--- src/hdl/cc_va_pkg.sv ---
package cc_va_pkg;
   // register select codes on the privileged move port
   localparam logic [1:0] SEL_CYCLE_COUNTER = 2'h0;
   localparam logic [1:0] SEL_CYCLE_COUNT_CONTROL = 2'h1;
   localparam logic [1:0] SEL_ADDRESS_FORMAT_CONTROL = 2'h2;
   localparam logic [1:0] SEL_FAULT_VIRTUAL_ADDRESS = 2'h3;
   // cycle count control fields
   localparam int COUNT_ENABLE_BIT = 32;
   localparam int COUNTER_LOAD_HI = 31;
   localparam int COUNTER_LOAD_LO = 4;
   // address format control fields
   localparam int PAGE_TABLE_BASE_HI = 63;
   localparam int PAGE_TABLE_BASE_LO = 30;
   localparam int THIRTY_TWO_BIT_FORMAT = 2;
   localparam int WIDE_ADDRESS_MODE = 1;
   localparam int BYTE_ORDER_SWAP = 0;
   // sign extension source bit per address format
   localparam int NARROW_SIGN_BIT = 42;
   localparam int WIDE_SIGN_BIT = 47;
   // reset values
   localparam logic [63:0] ADDRESS_FORMAT_RESET = 64'h0;
   localparam logic [31:0] COUNTER_RESET = 32'h0;
   localparam logic [63:0] FAULT_VA_RESET = 64'h0;
   // data stream access size
   typedef enum logic [1:0] {
      SIZE_BYTE,
      SIZE_WORD,
      SIZE_LONG,
      SIZE_QUAD
   } access_size_t;
endpackage

--- src/hdl/cycle_counter_va_control_regs.sv ---
`timescale 1ns/10ps
// Overview of operation
// - enable bit 32 increments low half each cycle
// - upper half is plain non-counting storage
// - counter write updates upper half only
// - read counter instruction returns all 64 bits
// - control write loads counter bits 31:4
// - control write clears counter bits 3:0
// - translation miss or fault captures address
// - page table entry load never captures
// - format control keeps page table base 63:30
// - bit 2 selects 32-bit formatting variant
// - bit 1 selects 43 or 48 bit format
// - sign extension mismatch raises access violation
// - wide address mode resets to zero
// - swap bit inverts three-bit shift amount
// - swap bit inverts low address bits by size
module cycle_counter_va_control_regs (
   // clock and reset
   input wire logic clk_sys_i,
   input wire logic srst_i,
   // privileged register moves
   input wire logic priv_register_write_i,
   input wire logic [1:0] priv_sel_i,
   input wire logic [63:0] priv_wdata_i,
   input wire logic priv_register_read_i,
   output logic [63:0] priv_rdata_o,
   output logic priv_rvalid_o,
   // read cycle count instruction
   input wire logic read_cycle_count_instr_i,
   output logic [63:0] cycle_count_o,
   output logic cycle_count_valid_o,
   // memory pipe
   input wire logic mem_valid_i,
   input wire logic [63:0] mem_eff_addr_i,
   input wire logic data_translation_buffer_miss_i,
   input wire logic data_translation_fault_i,
   input wire logic page_table_entry_load_i,
   input wire logic [2:0] mem_phys_low_i,
   input wire cc_va_pkg::access_size_t mem_size_i,
   output logic access_violation_fault_o,
   output logic [2:0] mem_phys_low_o,
   // byte extract, insert and mask shift amount
   input wire logic [2:0] byte_shift_i,
   output logic [2:0] byte_shift_o,
   // control state views
   output logic [63:0] fault_virtual_address_o,
   output logic [33:0] page_table_base_o,
   output logic thirty_two_bit_format_o,
   output logic wide_address_mode_o
);
   import cc_va_pkg::*;

   logic [31:0] cc_upper;
   logic [31:0] cc_lower;
   logic count_enable_bit;
   logic [63:0] address_format_control;
   logic [63:0] fault_virtual_address;
   logic violation;
   logic wr_cc;
   logic wr_ctl;
   logic wr_fmt;
   logic swap;
   logic [2:0] next_phys_low;

   assign wr_cc = priv_register_write_i && priv_sel_i == SEL_CYCLE_COUNTER;
   assign wr_ctl = priv_register_write_i &&
                   priv_sel_i == SEL_CYCLE_COUNT_CONTROL;
   assign wr_fmt = priv_register_write_i &&
                   priv_sel_i == SEL_ADDRESS_FORMAT_CONTROL;
   assign swap = address_format_control[BYTE_ORDER_SWAP];

   // ***************************************
   // cycle counter
   // ***************************************
   always_ff @(posedge clk_sys_i) begin
      if (srst_i) begin
         cc_upper <= COUNTER_RESET;
      end else if (wr_cc) begin
         cc_upper <= priv_wdata_i[63:32];
      end
   end

   always_ff @(posedge clk_sys_i) begin
      if (srst_i) begin
         count_enable_bit <= 1'b0;
      end else if (wr_ctl) begin
         count_enable_bit <= priv_wdata_i[COUNT_ENABLE_BIT];
      end
   end

   // control write wins over the increment in the same cycle
   always_ff @(posedge clk_sys_i) begin
      if (srst_i) begin
         cc_lower <= COUNTER_RESET;
      end else if (wr_ctl) begin
         cc_lower <= {priv_wdata_i[COUNTER_LOAD_HI:COUNTER_LOAD_LO],
                      4'h0};
      end else if (count_enable_bit) begin
         cc_lower <= cc_lower + 32'h1;
      end
   end

   always_ff @(posedge clk_sys_i) begin
      if (srst_i) begin
         cycle_count_o <= 64'h0;
         cycle_count_valid_o <= 1'b0;
      end else begin
         cycle_count_valid_o <= read_cycle_count_instr_i;
         if (read_cycle_count_instr_i) begin
            cycle_count_o <= {cc_upper, cc_lower};
         end
      end
   end

   // ***************************************
   // address format control
   // ***************************************
   always_ff @(posedge clk_sys_i) begin
      if (srst_i) begin
         address_format_control <= ADDRESS_FORMAT_RESET;
      end else if (wr_fmt) begin
         address_format_control <= priv_wdata_i;
      end
   end

   always_ff @(posedge clk_sys_i) begin
      if (srst_i) begin
         page_table_base_o <= 34'h0;
         thirty_two_bit_format_o <= 1'b0;
         wide_address_mode_o <= 1'b0;
      end else begin
         page_table_base_o <= address_format_control[
                              PAGE_TABLE_BASE_HI:PAGE_TABLE_BASE_LO];
         thirty_two_bit_format_o <=
            address_format_control[THIRTY_TWO_BIT_FORMAT];
         wide_address_mode_o <=
            address_format_control[WIDE_ADDRESS_MODE];
      end
   end

   // ***************************************
   // fault virtual address
   // ***************************************
   always_ff @(posedge clk_sys_i) begin
      if (srst_i) begin
         fault_virtual_address <= FAULT_VA_RESET;
      end else if (mem_valid_i && !page_table_entry_load_i &&
                   (data_translation_buffer_miss_i ||
                    data_translation_fault_i)) begin
         fault_virtual_address <= mem_eff_addr_i;
      end
   end

   always_ff @(posedge clk_sys_i) begin
      if (srst_i) begin
         fault_virtual_address_o <= FAULT_VA_RESET;
      end else begin
         fault_virtual_address_o <= fault_virtual_address;
      end
   end

   // ***************************************
   // privileged reads
   // ***************************************
   // write-only registers read as zero
   always_ff @(posedge clk_sys_i) begin
      if (srst_i) begin
         priv_rdata_o <= 64'h0;
         priv_rvalid_o <= 1'b0;
      end else begin
         priv_rvalid_o <= priv_register_read_i;
         if (priv_register_read_i) begin
            case (priv_sel_i)
               SEL_CYCLE_COUNTER: priv_rdata_o <= {cc_upper, cc_lower};
               SEL_FAULT_VIRTUAL_ADDRESS: begin
                  priv_rdata_o <= fault_virtual_address;
               end
               default: priv_rdata_o <= 64'h0;
            endcase
         end
      end
   end

   // ***************************************
   // sign extension check
   // ***************************************
   va_sign_check u_sign_check (
      .eff_addr_i(mem_eff_addr_i),
      .wide_mode_i(address_format_control[WIDE_ADDRESS_MODE]),
      .violation_o(violation)
   );

   always_ff @(posedge clk_sys_i) begin
      if (srst_i) begin
         access_violation_fault_o <= 1'b0;
      end else begin
         access_violation_fault_o <= mem_valid_i && violation;
      end
   end

   // ***************************************
   // byte order swap
   // ***************************************
   always_comb begin
      next_phys_low = mem_phys_low_i;
      if (swap) begin
         case (mem_size_i)
            SIZE_BYTE: next_phys_low = mem_phys_low_i ^ 3'h7;
            SIZE_WORD: next_phys_low = mem_phys_low_i ^ 3'h6;
            SIZE_LONG: next_phys_low = mem_phys_low_i ^ 3'h4;
            default: next_phys_low = mem_phys_low_i;
         endcase
      end
   end

   always_ff @(posedge clk_sys_i) begin
      if (srst_i) begin
         mem_phys_low_o <= 3'h0;
         byte_shift_o <= 3'h0;
      end else begin
         mem_phys_low_o <= next_phys_low;
         byte_shift_o <= swap ? ~byte_shift_i : byte_shift_i;
      end
   end
endmodule

--- src/hdl/va_sign_check.sv ---
`timescale 1ns/10ps
// sign extension checker, combinational
module va_sign_check (
   // address under test
   input wire logic [63:0] eff_addr_i,
   input wire logic wide_mode_i,
   // result
   output logic violation_o
);
   import cc_va_pkg::*;

   function automatic logic sext_mismatch(input logic [63:0] a,
                                          input int top);
      logic [63:0] upper;
      upper = a >> top;
      return !((upper == 64'h0) || (upper == ({64{1'b1}} >> top)));
   endfunction

   always_comb begin
      if (wide_mode_i) begin
         violation_o = sext_mismatch(eff_addr_i, WIDE_SIGN_BIT);
      end else begin
         violation_o = sext_mismatch(eff_addr_i, NARROW_SIGN_BIT);
      end
   end
endmodule

--- config.mk ---
export PLATFORM = sky130hd
export DESIGN_NAME = cycle_counter_va_control_regs
export DESIGN_NICKNAME = d
export VERILOG_FILES = /design/src/hdl/cc_va_pkg.sv /design/src/hdl/cycle_counter_va_control_regs.sv /design/src/hdl/va_sign_check.sv
export SDC_FILE = /design/constraint.sdc
export NUM_CORES = 1
export LEC_CHECK = 0
export BUFFER_PORTS_ARGS = -buffer_cell sky130_fd_sc_hd__buf_2
export CELL_PAD_IN_SITES_DETAIL_PLACEMENT = 0
export CELL_PAD_IN_SITES_GLOBAL_PLACEMENT = 1
export CORE_AREA = 2 2 198 200
export DETAILED_ROUTE_END_ITERATION = 10
export DIE_AREA = 0 0 200 202
export PLACE_DENSITY = 0.83
export SLEW_MARGIN = 25
export SYNTH_ARGS = -nofsm -noshare
export SYNTH_HDL_FRONTEND = slang
export SYNTH_HIERARCHICAL = 1
export SYNTH_SLANG_ARGS = --single-unit
--- constraint.sdc ---
create_clock -name clk_sys_i -period 2.5 [get_ports clk_sys_i]
set_input_delay 0.375 -clock clk_sys_i [delete_from_list [all_inputs] [get_ports clk_sys_i]]
set_output_delay 0.375 -clock clk_sys_i [all_outputs]
set_load 0.005 [all_outputs]
==> impl_results.md, run 1 <==
* Nets at ~2100
* HP Start: priv_wdata_i[1]
* Status: completed
* Sink Count at between 400 and 500
* Crit path kind: reg -> reg
* Die ar. at between 40000 and 50000 um^2
* Flop2flop setup slack at roughly 0.24 ns
* Register area share after synthesis at 54.6%
* Root Buffer: clkbuf_16
* Final cycle utilization of the critical path at between 90% and 100%
* Overflow after GRT at 0
* M2 GR Usage at a little over a third
* Sw Share at a little under a quarter
* Share of cells above drive strength 1 at around a quarter
* Synth cell count leaders: 403 x dfxtp_1, 295 x nand2_1, 201 x a21oi_1
* Most common cell on crit path: or4_1
* Final count of pins violating max slew at 0
* Slowest stage cell, crit path: or4_1
* Final Core Density at between 40 and 50%
* Gr busiest metal: met2
* Mapped cell area at 14800 um^2
* First-pass GRT wire length at 67900 um
* Critical path endpoint category: register
* # rows at 72
* Vias per std cell at 5.02
* P&R area growth vs syn at 26.4%
* Mapped Cells at between 1500 and 2000
* #FFs+latches synth at ~400
* TritonCTS clock tree: built
* Iter 0 DRT Violations at around 600
* Pre-CTS WS at around 0.29 ns
* Leakage at between 8 and 9 nW
* Vias in the first global route at about 12000
* P_int at 11.0 mW
* Placeable Area at roughly 38000 um^2
* Asr flop ratio synth at 0%
* Reg2reg start: cc_lower[12]
* DR vias at between 10000 and 15000
* Synth Flop Type: dfxtp_1
* WL per Instance at approximately 17 um
* DP HPWL at a little under 30000 um
* Synth unique cells at 45
* Clock Latency Late Sink at ~0.56 ns
* Number of max-cap violations at 0
* Crit path from: cc_lower[12]
* Final Wtd Congestion at about 0.84
* P_sw at between 3 and 4 mW
* Critical path data required time at between 2 and 3 ns
* Hold Buf Count CTS at 0
* CP Launch Type: register
* Avg Cell Area, Syn at 8.92 um^2
* Largest area contributor in the netlist: dfxtp_1
* Multi-input logic area at about 6300 um^2
* Yosys top cell area share at a little over half
* Final WL at ~44000 um
* Min Tclk post-route at ~2.3 ns
* Initial antenna violation count at 8
* Drt first pass iters at 5
* Setup-failing EPs final at 0
* Clock Power Share at 46.7%
* H-tree depth at 2
* Worst-margin pin slew at 0.908 ns
* Met3 Usage GRT at slightly below 7%
* Hold Fails Final Rpt at 0
* Ports at ~380
* Sequential Power Share at a little under half
* Most frequent cell after synthesis: dfxtp_1
* VDD IR max at between 0.6 and 0.7 mV
* Gate power share at roughly 6.3%
* EDFF count, synth at 0
* Overall power at around 14 mW
* Crit-path max FO at 26
* # DRC at 0
* # resized after CTS at 0
* Final Skew at around 0.0080 ns
* Hold Crit Class: in -> reg
* CP peak stage delay at 0.53 ns
* Fill cells at 3698
* Synth area leaders: dfxtp_1 55%, nand2_1 7.5%, nor2b_1 7.2%
* Slew HR at 39.5%
* Setup tns final at 0 ns
* Setup bufs post-CTS at 0
* Routed Antenna Nets at 0
* Die width at 200 um
* Port bufs at around 380
* Max Clk Rate at 0.443 GHz
* Cell Chain, Critical Path: nand3_2 > or4_1 > buf_4 > or4_1 > a311oi_1
* Ys Warns at 6
* GRT Overall Usage at approximately a fifth
* M1 GR Usage at about a quarter
* Largest net degree at the start of global routing at 142
* WP data arrival at roughly 2.7 ns
* Final WS setup at ~0.24 ns
* Register area at around 8100 um^2
* Max Buffers Root-to-Sink at 3
* DIE HEIGHT at between 200 and 250 um
* CTS Buf Count at 44
* Worst Hold Slack at between 0.04 and 0.05 ns
* Pwr per Cell Area at 765 nW/um^2
* Starting Density at around two fifths
* Unrepaired setup endpoints after global routing: no
* Worst-path clk slew at ~0.060 ns
* Mapped Nets at 1809
## routing by layer
layer	vias to the layer above	routed length, um
met5	-	37
met4	6	1140
met3	87	3490
met2	352	20600
met1	6058	18700
li1	6241	-
## cells by family after synthesis
family / Yosys count / synth area share (%)
AND/OR/NAND/NOR: 723 / 23.0
XOR/XNOR: 15 / 0.889
flip-flops: 403 / 54.6
AO/OA/AOI/OAI: 315 / 13.3
adder cells (fa/ha/maj): 5 / 0.423
multiplexers: 65 / 4.40
buffers and inverters: 131 / 3.39
## critical path: cells and delay by family, from the launching register on
kind	cells	cell delay, ns
AO/OA/AOI/OAI	1	0.27
buffers and inverters	1	0.22
flip-flops	1	0.46
AND/OR/NAND/NOR	3	1.19
## metrics by stage
stage | instances | instance area, um^2
after CTS | 2536 | 18700
after detailed placement | 2460 | 17200
final | 2541 | 18700
after global placement | 2460 | 17200
after floorplan | 1657 | 14800
after global routing | 2539 | 18700
## power groups by stage
stage	registers (mW)	clock network (mW)	logic, mW
after floorplan	6.83	0	0.496
after global placement	6.86	0	0.889
after detailed placement	6.87	0	0.899
after CTS	6.73	6.82	0.903
after global routing	6.75	7.04	0.990
final	6.73	6.67	0.894
## registers in the layout (all words and copies together), names as in the netlist
| signal | count |
|---|---|
| thirty_two_bit_format_o | 1 |
| cycle_count_valid_o | 1 |
| cc_upper | 32 |
| mem_phys_low_o | 3 |
| fault_virtual_address_o | 64 |
| count_enable_bit | 1 |
| priv_rvalid_o | 1 |
| wide_address_mode_o | 1 |
| page_table_base_o | 34 |
| byte_shift_o | 3 |
| priv_rdata_o | 64 |
| fault_virtual_address | 64 |
| access_violation_fault_o | 1 |
| address_format_control | 37 |
| cc_lower | 32 |
| cycle_count_o | 64 |
## cells in the final DEF (no fill, tap or decap), types with 5 or more instances in the layout
cell type / netlist / final
a211oi_1: 7 / 7
nor3_1: 5 / 5
dfxtp_1: 403 / 403
clkbuf_8: 0 / 9
or3_1: 8 / 8
clkbuf_16: 0 / 45
a22o_1: 64 / 64
clkinv_2: 0 / 6
buf_4: 0 / 23
nor2_1: 166 / 166
buf_12: 0 / 5
nand3_1: 16 / 16
o31ai_1: 13 / 13
inv_1: 6 / 6
and4_1: 5 / 5
xor2_1: 7 / 7
buf_2: 1 / 380
nand2_1: 295 / 294
xnor2_1: 8 / 8
a21oi_1: 201 / 201
diode_2: 0 / 5
clkbuf_1: 109 / 9
nor2b_1: 169 / 168
mux2i_1: 65 / 65
a311oi_1: 13 / 13
bufinv_16: 0 / 5
nor4_1: 13 / 13
or4_1: 15 / 15
nor3b_1: 5 / 5
nand4_1: 11 / 11
## area by class of cell
| type | count | share of cell area (%) |
|---|---|---|
| clock inverter | 13 | 1.05 |
| inverter | 7 | 0.141 |
| clock buffer | 63 | 6.87 |
| timing repair buffer | 409 | 11.7 |
| sequential | 403 | 43.2 |
| multi-input combinational | 1123 | 33.5 |
| tap | 518 | 3.47 |
| antenna | 5 | 0.0670 |
## worst paths after layout
path / cells past startpoint / end
min reg2reg: 2 / address_format_control[60]
min: 3 / address_format_control[1]
max: 5 / cc_lower[31]
max reg2reg: 5 / cc_lower[31]
(Power assumes the default switching activity.)
==> run 2, diff against run 1 <==
--- a/config.mk
+++ b/config.mk
@@ -8,10 +8,11 @@
 export BUFFER_PORTS_ARGS = -buffer_cell sky130_fd_sc_hd__buf_2
 export CELL_PAD_IN_SITES_DETAIL_PLACEMENT = 0
 export CELL_PAD_IN_SITES_GLOBAL_PLACEMENT = 1
-export CORE_AREA = 2 2 198 200
+export CORE_AREA = 2 2 209 211
 export DETAILED_ROUTE_END_ITERATION = 10
-export DIE_AREA = 0 0 200 202
-export PLACE_DENSITY = 0.83
+export DIE_AREA = 0 0 211 213
+export MAX_ROUTING_LAYER = met4
+export PLACE_DENSITY = 0.79
 export SLEW_MARGIN = 25
 export SYNTH_ARGS = -nofsm -noshare
 export SYNTH_HDL_FRONTEND = slang
==> constraint.sdc (replaced) <==
create_clock -name clk_sys_i -period 2 [get_ports clk_sys_i]
set_input_delay 0.3 -clock clk_sys_i [delete_from_list [all_inputs] [get_ports clk_sys_i]]
set_output_delay 0.3 -clock clk_sys_i [all_outputs]
set_load 0.005 [all_outputs]
==> run 2 against run 1 <==
Net effect:
- the flow now finishes with violations (negative setup slack)
- register-to-register slack worse by 0.29 ns
- core utilization is 0.95 points lower
- worst setup slack worse by 0.29 ns
- die area is 11% higher
- worst hold slack worse by 0.023 ns
- cell count is 7.2% higher
- sequential cell count stayed put
- combinational power is 59% higher
- power is 29% higher
- global-route usage is 0.31 points lower
- clock skew is 0.013 ns higher
- largest power group is now clock
- highest routed layer is now met4
==> impl_results.md, run 2 (synthesized netlist as in run 1, its figures left out) <==
* Hold Crit Class: in -> reg
* Unrepaired setup endpoints after global routing: yes
* Final count of pins violating max slew at 0 (unchanged)
* Setup tns final at -0.0522 ns (-0.0522 ns)
* Slew HR at 58.8% (+19 points)
* Overall power at 18.4 mW (+29%)
* Final cycle utilization of the critical path at 103% (+12 points)
* Pwr per Cell Area at 903 nW/um^2 (+18%)
* Crit-path max FO at 11 (-58%)
* Drt first pass iters at 5 (unchanged)
* Max Buffers Root-to-Sink at 3 (unchanged)
* Commonest non-fill, non-tap cell in the layout: dfxtp_1
* RR Endpoint: cc_lower[19]
* Sequential Power Share at 45.4% (-1.7 points)
* TritonCTS clock tree: built
* Failing checks: negative setup slack
* Finished Layout Cells at 2725 (+7.2%)
* Fill cells at 4070 (+10%)
* Cell depth of the worst flop-to-flop path at 5 (unchanged)
* Worst Hold Slack at 0.0222 ns (-0.0229 ns)
* CTS Buf Count at 44 (unchanged)
* Vias per std cell at 4.94 (-1.5%)
* Fin area at 20400 um^2 (+9.4%)
* Worst-margin pin slew at 0.617 ns (-0.291 ns)
* Die width at 211 um (+5.5%)
* Port bufs at 382 (unchanged)
* Largest net degree at the start of global routing at 125 (-12%)
* Die ar. at 44900 um^2 (+11%)
* Final Wtd Congestion at 0.867 (+2.6%)
* Final WL at 47700 um (+8.6%)
* Clock Latency Late Sink at 0.58 ns (+0.02 ns)
* Initial antenna violation count at 4 (-4)
* Share of cells above drive strength 1 at 25.2% (+1.1 points)
* Reg2reg start: cc_lower[15]
* Routed Antenna Nets at 0 (unchanged)
* DIE HEIGHT at 213 um (+5.4%)
* Gate power share at 7.7% (+1.4 points)
* Critical path data required time at 2.47 ns (-0.49 ns)
* Iter 0 DRT Violations at 847 (+41%)
* Worst-path clk slew at 0.06 ns (about the same)
* Critical path endpoint category: register
* P_sw at 4.21 mW (+28%)
* Number of max-cap violations at 0 (unchanged)
* Flop2flop setup slack at -0.05 ns (-0.29 ns)
* GRT Overall Usage at 21.1% (-0.31 points)
* Max Clk Rate at 0.487 GHz (+10%)
* Crit path kind: reg -> reg
* WL per Instance at 17.5 um (+1.3%)
* H-tree depth at 2 (unchanged)
* Crit path from: cc_lower[15]
* Nets at 2294 (+7.2%)
* Setup-failing EPs final at 1 (+1)
* Vias in the first global route at 13123 (+7.1%)
* CP Launch Type: register
* Final Core Density at 47.8% (-0.95 points)
* Root Buffer: clkbuf_16
* Leakage at 8.82 nW (+9.7%)
* Setup crit end: cc_lower[19]
* Overflow after GRT at 0 (unchanged)
* # DRC at 0 (unchanged)
* Most frequent cells in the layout: 397 x dfxtp_1, 380 x buf_2, 292 x nand2_1, 201 x a21oi_1, 168 x nor2b_1
* Sink Count at 403 (unchanged)
* Pre-CTS WS at -0.0617 ns (-0.350 ns)
* Min Tclk post-route at 2.05 ns (-0.205 ns)
* VDD IR max at 0.733 mV (+17%)
* Inst Count DP at 2530 (+2.8%)
* First-pass GRT wire length at 71900 um (+5.8%)
* WP data arrival at 2.52 ns (-0.20 ns)
* Placeable Area at 42700 um^2 (+12%)
* # rows at 76 (+5.6%)
* P_int at 14.2 mW (+29%)
* DR vias at 13457 (+5.6%)
* Clock Power Share at 46.8% (about the same)
* Sw Share at 22.8% (-0.11 points)
* DP HPWL at 31400 um (+6.2%)
* Final Skew at 0.0209 ns (+0.0129 ns)
* Starting Density at 34.6% (-4.0 points)
* Status: complete, but fails checks
* Post-DP Area at 17700 um^2 (+2.9%)
* P&R area growth vs syn at 38.2%
* Hold Fails Final Rpt at 0 (unchanged)
* Final WS setup at -0.0522 ns (-0.295 ns)
* Ports at 384 (unchanged)
run 2: cell type report:
class | instances | area (um^2) | share of cell area [%]
diodes | 5 | 12.5 | 0.0613
well taps | 546 | 683 | 3.35
clock buffers | 65 | 1320 | 6.47
flip-flops and latches | 403 | 8080 | 39.5
repair buffers | 563 | 3790 | 18.6
multi-input cells | 1123 | 6290 | 30.8
clock inverters | 13 | 228 | 1.12
inverters | 7 | 26.3 | 0.129
run 2: how the worst min path moves through the flow:
stage / start / to / slack (ns) / cells after the start
2_1_floorplan: mem_valid_i / access_violation_fault_o / 0.41 / 2
3_3_place_gp: address_format_control[42] / address_format_control[42] / 0.44 / 2
3_5_place_dp: address_format_control[45] / address_format_control[45] / 0.44 / 2
4_1_cts: priv_wdata_i[6] / cc_lower[6] / 0.001 / 3
5_1_grt: priv_wdata_i[13] / cc_lower[13] / 0.03 / 3
6_report: mem_eff_addr_i[47] / fault_virtual_address[47] / 0.02 / 3
run 2: layer usage:
layer	vias up	track usage (%)	wire (um)
li1	6545	-	-
met1	6376	25.2	20300
met2	450	34.4	22700
met3	86	4.97	3420
met4	0	8.31	1320
met5	-	-	0
run 2: power groups by stage:
stage	Sequential [mW]	Clock (mW)	Combinational [mW]
6_report	8.38	8.63	1.42
5_1_grt	8.40	9.17	1.55
4_1_cts	8.38	8.85	1.42
3_5_place_dp	8.56	0	1.25
3_3_place_gp	8.55	0	1.23
2_1_floorplan	8.54	0	0.620
run 2: timing repair:
action	4_1_cts	5_1_grt
endpoints found under the hold margin	142	0
gates resized for setup	8	5
pin swaps	4	3
setup endpoints to repair	8	10
setup buffers	0	1
hold buffers	110	0
gates cloned	0	1
run 2: critical path, stage by stage (launching register included):
cell and delay [ns]:
dfxtp_2 0.34, nand3_2 0.10, or4_4 0.56, buf_12 0.16
or4_1 0.53, a311oi_2 0.25
